`config.mk`:
```
export PLATFORM = sky130hd
export DESIGN_NAME = return_and_rotate_exec
export DESIGN_NICKNAME = d
export VERILOG_FILES = /design/src/ret_rot_pkg.sv /design/src/return_stack_mem.sv /design/src/return_and_rotate_exec.sv
export SDC_FILE = /design/constraint.sdc
export NUM_CORES = 1
export LEC_CHECK = 0
export ABC_AREA = 1
export BUFFER_PORTS_ARGS = -buffer_cell sky130_fd_sc_hd__buf_2
export CORE_MARGIN = 2
export CORE_UTILIZATION = 45
export DETAILED_ROUTE_END_ITERATION = 8
export PLACE_DENSITY = 0.69
export SLEW_MARGIN = 25
export SYNTH_ARGS = -nofsm -noshare
export SYNTH_HDL_FRONTEND = slang
export SYNTH_HIERARCHICAL = 1
export SYNTH_SLANG_ARGS = --single-unit
```
`constraint.sdc`:
```
create_clock -name clk -period 3.2 [get_ports clk]
set_input_delay 0.48 -clock clk [delete_from_list [all_inputs] [get_ports clk]]
set_output_delay 0.48 -clock clk [all_outputs]
set_load 0.03 [all_outputs]
```
`src/ret_rot_pkg.sv`:
```
// Shared constants for the return and rotate execution block
package ret_rot_pkg;
   localparam int DATA_W   = 8;
   localparam int ADDR_W   = 7;
   localparam int PC_W     = 15;
   localparam int DEPTH    = 16;
   localparam int SP_W     = 4;
   localparam int OP_W     = 3;
   localparam logic [OP_W-1:0] OP_NONE   = 3'h0;
   localparam logic [OP_W-1:0] OP_RETLIT = 3'h1;
   localparam logic [OP_W-1:0] OP_RETURN = 3'h2;
   localparam logic [OP_W-1:0] OP_RETIRQ = 3'h3;
   localparam logic [OP_W-1:0] OP_ROTL   = 3'h4;
   localparam logic [DATA_W-1:0] ACC_RST = 8'h00;
   localparam logic [PC_W-1:0]   PC_RST  = 15'h0000;
   localparam logic [SP_W-1:0]   SP_RST  = 4'hf;
   localparam logic              DEST_ACC = 1'b0;
   localparam logic              DEST_REG = 1'b1;
   typedef enum logic [1:0] {
      ST_IDLE  = 2'b00,
      ST_FLUSH = 2'b01
   } exec_state_t;
endpackage : ret_rot_pkg

```
`src/return_stack_mem.sv`:
```
// Hardware return stack storage with registered read of the head entry
`timescale 1ns/1ps
module return_stack_mem
   import ret_rot_pkg::*;
(
   input  wire logic                  clk,      // Instruction cycle clock
   input  wire logic                  wrEn,     // Push write strobe
   input  wire logic [SP_W-1:0]       wrAddr,   // Push slot
   input  wire logic [PC_W-1:0]       wrData,   // Return address pushed
   input  wire logic [SP_W-1:0]       rdAddr,   // Slot to read
   output logic      [PC_W-1:0]       rdData    // Registered read data
);
   logic [PC_W-1:0] mem [DEPTH];

   always_ff @(posedge clk) begin
      if (wrEn) begin
         mem[wrAddr] <= wrData;
      end
      rdData <= mem[rdAddr];
   end
endmodule : return_stack_mem

```
`src/return_and_rotate_exec.sv`:
```
// Execution of literal return, plain and interrupt return, and rotate left
`timescale 1ns/1ps
module return_and_rotate_exec
   import ret_rot_pkg::*;
(
   input  wire logic                  clk,          // Instruction cycle clock
   input  wire logic                  rst_b,        // Async reset, active low
   input  wire logic                  instValid,    // Decoded instruction present
   input  wire logic [OP_W-1:0]       instOp,       // Decoded operation
   input  wire logic [DATA_W-1:0]     literal,      // Immediate operand
   input  wire logic [ADDR_W-1:0]     regSel,       // Register operand
   input  wire logic                  destSel,      // Destination selector
   input  wire logic [DATA_W-1:0]     regRdData,    // File register read data
   input  wire logic                  pushEn,       // Call pushes return address
   input  wire logic [PC_W-1:0]       pushAddr,     // Address to push
   output logic                       busy,         // Second cycle of a return
   output logic [DATA_W-1:0]          acc_ff,       // Accumulator
   output logic                       carry_ff,     // Carry flag
   output logic                       global_irq_enable, // Interrupt enable bit
   output logic                       pcLoad,       // Program counter load pulse
   output logic [PC_W-1:0]            pcValue,      // Program counter load value
   output logic [SP_W-1:0]            sp_ff,        // Stack pointer
   output logic                       regWrEn,      // File register write pulse
   output logic [ADDR_W-1:0]          regWrAddr,    // File register write address
   output logic [DATA_W-1:0]          regWrData     // File register write data
);
   import ret_rot_pkg::*;

   exec_state_t state_ff, nxt_state;
   logic [PC_W-1:0] stack_head;
   logic [SP_W-1:0] nxt_sp;
   logic            irqRet_ff;

   function automatic logic [DATA_W:0] rotl(input logic [DATA_W-1:0] v, input logic c);
      rotl = {v, c};
   endfunction : rotl

   wire accept   = instValid && state_ff == ST_IDLE;
   wire isRetLit = accept && instOp == OP_RETLIT;
   wire isRet    = accept && (instOp == OP_RETURN || instOp == OP_RETIRQ || instOp == OP_RETLIT);
   wire isRotl   = accept && instOp == OP_ROTL;
   wire [DATA_W:0] rotRes = rotl(regRdData, carry_ff);
   wire rdSp     = isRet;

   // A pop reads the head in the first cycle; the registered read lands for the second
   assign nxt_sp    = pushEn ? sp_ff + 4'h1 : (rdSp ? sp_ff - 4'h1 : sp_ff);
   assign nxt_state = isRet ? ST_FLUSH : ST_IDLE;

   return_stack_mem uStack (
      .clk    (clk),
      .wrEn   (pushEn),
      .wrAddr (sp_ff + 4'h1),
      .wrData (pushAddr),
      .rdAddr (sp_ff),
      .rdData (stack_head)
   );

   always_ff @(posedge clk or negedge rst_b) begin
      if (!rst_b) begin
         state_ff  <= ST_IDLE;
         sp_ff     <= SP_RST;
         irqRet_ff <= 1'b0;
      end else begin
         state_ff  <= nxt_state;
         sp_ff     <= nxt_sp;
         irqRet_ff <= accept && instOp == OP_RETIRQ;
      end
   end

   always_ff @(posedge clk or negedge rst_b) begin
      if (!rst_b) begin
         acc_ff   <= ACC_RST;
         carry_ff <= 1'b0;
      end else if (isRetLit) begin
         acc_ff <= literal;
      end else if (isRotl) begin
         carry_ff <= rotRes[DATA_W];
         if (destSel == DEST_ACC) begin
            acc_ff <= rotRes[DATA_W-1:0];
         end
      end
   end

   always_ff @(posedge clk or negedge rst_b) begin
      if (!rst_b) begin
         global_irq_enable <= 1'b0;
         pcLoad            <= 1'b0;
         pcValue           <= PC_RST;
         busy              <= 1'b0;
         regWrEn           <= 1'b0;
         regWrAddr         <= 7'h00;
         regWrData         <= 8'h00;
      end else begin
         busy    <= isRet;
         pcLoad  <= 1'b0;
         regWrEn <= isRotl && destSel == DEST_REG;
         if (isRotl) begin
            regWrAddr <= regSel;
            regWrData <= rotRes[DATA_W-1:0];
         end
         if (state_ff == ST_FLUSH) begin
            pcLoad  <= 1'b1;
            pcValue <= stack_head;
            if (irqRet_ff) begin
               global_irq_enable <= 1'b1;
            end
         end
      end
   end
endmodule : return_and_rotate_exec

```
### Yosys cells after proc, flatten, opt, wreduce, memory -nomap -nowiden

Memory sizes are Yosys's and may differ from the RTL's. A register that Yosys moved wholly into a read port is not among the register bits.
Cells that the tools add are included.
W data, S select, Z words.

| operators by class | value |
|---|---|
| $add $sub $neg | 2 |
| equal/unequal tests | 6 |
| multiplexer cells | 9 |
| bitwise operators | 1 |
| reduce and logical (&&, ||, !) cells | 14 |

Operators with widths:

| kind | count |
|---|---|
| $mux W8 | 3 |
| $mux W4 | 2 |
| $eq A3 B2 Y1 const B | 2 |
| $logic_and A1 B1 Y1 | 6 |
| $reduce_and A2 Y1 | 3 |
| $add A4 B1 Y4 const B | 1 |
| $mux W1 | 4 |
| $reduce_bool A2 Y1 | 2 |
| $sub A4 B1 Y4 const B | 1 |
| $eq A3 B1 Y1 const B | 1 |
| $eq A3 B3 Y1 const B | 1 |
| $logic_not A2 Y1 | 1 |
| $logic_or A1 B1 Y1 | 2 |
| $ne A2 B1 Y1 const B | 1 |
| $eq A1 B1 Y1 const B | 1 |
| $not A1 Y1 | 1 |

| word-level totals | value |
|---|---|
| register bits after elaboration | 49 |
| RAM bits | 240 |
| input bits | 46 |
| output and inout bits | 47 |
| word-level logic and storage cells | 45 |
| memories | 1 |

Memory list:

| name | words | bits a word | rd ports | clocked after memory_dff | wr ports | RTL line | source |
|---|---|---|---|---|---|---|---|
| uStack.mem | 16 | 15 | 1 | 1 | 1 | return_stack_mem.sv:13 | `logic [PC_W-1:0] mem [DEPTH];` |

### Depth between registers and ports, before layout

| logic depth | value |
|---|---|
| word-level depth | 6 |
| gate-level depth with buffers | 9 |
| mapped depth without buffers | 7 |

### Hierarchy

The synthesis kept the hierarchy.

Modules (own cells, without submodules):

| module | instances | cells an instance | area each (µm²) | seq. area each (µm²) |
|---|---|---|---|---|
| return_stack_mem | 1 | 1009 | 10611.4 | 7507.2 |
| return_and_rotate_exec | 1 | 251 | 2229.6 | 1206.2 |

### Worst setup path before layout

Ideal clock, no wire load.

| timing path | value |
|---|---|
| kind | reg-to-reg |
| start point | reg sp_ff[0] |
| end point | mem uStack.mem[13][0] (enable) |
| library setup time | 386 ps |
| arrival | 2035 ps |
| required time | 2814 ps |
| setup slack | 779 ps |
| cell stages (with the launch flop) | 6 |
| buffers on the path | 0 |
| clock period less this slack | 2421 ps |
| path through | dfstp_2 > inv_1 > ha_1 > inv_1 > nand2_1 > nor2_1 |

| on the way | value |
|---|---|
| cells in the longest elaborated chain, start to end | 1 |

RTL lines:

| element | RTL line | source |
|---|---|---|
| start, declared | return_and_rotate_exec.sv:22 | `output logic [SP_W-1:0] sp_ff,` |
| start signal, assigned | return_and_rotate_exec.sv:65 | `sp_ff <= nxt_sp;` |
| $add A4 B1 Y4 | return_and_rotate_exec.sv:52 | `.wrAddr (sp_ff + 4'h1),` |
| end, declared | return_stack_mem.sv:13 |  |

Every way passes these cells.

### Worst setup path after layout

| timing path | value |
|---|---|
| start point | reg sp_ff[0] |
| end point | out sp_ff[0] |

No word-level cell between the ends.

==> flow_metrics.py <==
metrics = {
    "die": {
        "dieArea_um2": 29900,
        "fp.dieW_um": 173,
        "core-area_um2": 27900,
        "start_util_pct": 46.0,
        "io_pins": 93,
        "die_y_um": 173,
        "rows": 61,
    },
    "yosys": {
        "synth_top_cell_by_area": "edfxtp_1",
        "synth_edf_count": 240,
        "synth.top_cell.area_share_pct": 56.1,
        "synth_area_leaders": "edfxtp_1, nand2_1, dfrtp_1, nand3_1, inv_1",
        "synthTopCellsByCount": "nand2_1, edfxtp_1, inv_1, nand3_1, dfrtp_1",
        "synth_seq_area_share_pct": 67.9,
        "synth_most_common_cell": "nand2_1",
        "postSynthCellCount": 1260,
        "synth_seq_cells": 303,
        "ys_async_sr_fraction_pct": 15.8,
        "synth_area_um2": 12800,
        "avgSynthCellArea_um2": 10.2,
        "synth_nets": 1308,
        "dominantRegCellSynth": "edfxtp_1",
        "yosysWarnings": 6,
        "ys_types": 32,
    },
    "worst_setup_path": {
        "endpoint_kind": "primary output",
        "cp.required_ns": 2.72,
        "worst-path-max-fanout": 45,
        "path_class": "register to primary output",
        "crit_arrival_ns": 2.20,
        "rr_worst_depth": 5,
        "reg2reg_setup_slack_ns": 0.61,
        "r2r_start": "sp_ff[1]",
        "rr_endpoint": "uStack/mem[6][10]",
        "cp-start-kind": "register",
    },
    "sta": {
        "relSlewSlack_pct": 43.3,
        "finalHoldViolations": 0,
        "setup_viol": 0,
        "fmax_mhz": 374,
        "setup_tns_ns": 0,
        "fin_crit_sh_pct": 83.7,
        "tightest_slew_ns": 0.849,
        "skew_ns": 0.00917,
        "layout_min_cycle_time_ns": 2.68,
        "slew_violations": 0,
        "rsz0062_at_grt": "no",
    },
    "place": {
        "io_buffers": 92,
        "hpwl_mm": 18.7,
        "gp_congestion": 0.861,
    },
    "worst_hold_path": {
        "worstHoldPathType": "primary input to register",
        "whs_path_depth": 3,
        "hold_end": "acc_ff[6]",
        "min_from": "literal[6]",
    },
    "route": {
        "routed_wl_mm": 29.2,
        "drc": 0,
        "num_vias": 8771,
        "dr.pass1.iters": 7,
        "wl_per_cell_um": 16.5,
        "drt_iter0_drc": 941,
        "antenna_left": 0,
        "viasPerCell": 4.96,
    },
    "power": {
        "peakVddDrop_mv": 0.567,
        "p_leak_nw": 6.77,
        "power_mw": 13.1,
        "power_density_nw_per_um2": 886,
    },
    "layout": {
        "fill_cells": 2448,
        "multi_input_area_um2": 3040,
        "seq_area_um2": 8720,
        "antenna_cells": 0,
        "area_growth_pct": 15.3,
        "nets": 1412,
        "drive_gt1_share_pct": 15.3,
    },
    "cts": {
        "clk_path_buf_depth": 3,
        "clk_latency_ns": 0.55,
        "htreeDepth": 1,
        "cts_sinks": 303,
        "post_cts_buffers": 0,
        "clock-root-buffer": "clkbuf_16",
        "path_clk_slew_ns": 0.06,
        "cts_hold_buf": 1,
        "ctsResizeCount": 0,
        "cts_buffers": 31,
        "cts_tree": "built",
    },
    "grt": {
        "grt_max_degree": 67,
        "antenna_found_initial": 1,
        "first_global_vias": 8095,
        "grt_pass1_wl_mm": 45.9,
        "grt.overflow.total": 0,
        "groute.usage.overall_pct": 19.4,
    },
    "outcome": {
        "outcome": "complete, no violations",
    },
    "job": {
        "maxCapViolCount": 0,
    },
}
[layout make-up]
| class | count | area share, % |
|---|---|---|
| inverters | 214 | 5.44 |
| flip-flops and latches | 303 | 58.9 |
| repair buffers | 127 | 4.92 |
| clock buffers | 42 | 6.05 |
| clock inverters | 16 | 0.972 |
| well taps | 378 | 3.20 |
| multi-input cells | 687 | 20.5 |
[routing by layer]
| metal | global-route usage (%) | up-vias | routed length, µm |
|---|---|---|---|
| met4 | 4.10 | 2 | 410 |
| li1 | - | 4248 | - |
| met1 | 29.3 | 4123 | 13300 |
| met5 | 0 | - | 11 |
| met3 | 3.52 | 31 | 2470 |
| met2 | 29.5 | 367 | 13000 |
[state kept, by name (all words and copies together) (netlist names), 4 cells and up]
| signal | count |
|---|---|
| uStack/rdData | 15 |
| regWrData | 8 |
| acc_ff | 8 |
| pcValue | 15 |
| sp_ff | 4 |
| regWrAddr | 7 |
| uStack/mem | 240 |
[placed cells by master (no fill, tap or decap), drive strengths merged, types with 4 or more instances in the layout]
master / netlist / final
dfstp: 4 / 4
inv: 214 / 216
nand2: 424 / 424
clkbuf: 17 / 42
nor2: 27 / 27
clkinv: 0 / 11
edfxtp: 240 / 240
buf: 39 / 126
o21ai: 16 / 16
dfxtp: 15 / 15
dfrtp: 44 / 44
nand3: 207 / 207
[cells by family (layout without fill, tap and decap cells)]
kind of cell,after synthesis,in the layout,share of synthesized area (%)
DFF,303,303,67.9
xor gates and xnor gates,3,3,0.205
buffers and inverters,270,399,8.48
adders and majority gates,2,2,0.195
and+or+nand+nor,664,664,22.1
AOI/OAI and AO/OA,18,18,1.19
[critical path: stages, from the launching register on]
cell and delay [ns]:
dfstp_4 0.85, buf_4 0.49, buf_2 0.30
[worst max-delay path by stage]
| stage | from | endpoint |
|---|---|---|
| final | sp_ff[0] | sp_ff[0] |
| after global routing | sp_ff[0] | sp_ff[0] |
| after CTS | sp_ff[0] | sp_ff[0] |
| after detailed placement | sp_ff[1] | uStack/mem[6][3] |
| after global placement | sp_ff[1] | uStack/mem[12][4] |
| after floorplan | sp_ff[0] | uStack/mem[13][0] |
[power by group]
part           internal (mW)  leakage, nW  switching (mW)  total [mW]
clock                   2.12        0.517            1.45        3.58
combinational           1.17         3.36            2.91        4.08
sequential              5.01         2.89           0.445        5.46
total                   8.31         6.77            4.80        13.1
[per-stage QoR]
step	util (%)	hold slack [ns]	cells	setup slack, ns	area, µm²
3_3_place_gp	49.2	0.413	1708	0.748	13700
4_1_cts	53.0	0.140	1767	0.466	14800
2_1_floorplan	-	0.184	1260	0.779	12800
3_5_place_dp	49.2	0.418	1708	0.672	13800
6_report	53.0	0.161	1767	0.523	14800
5_1_grt	53.0	0.160	1767	0.417	14800
No activity file was read; power rests on OpenSTA's default activity.
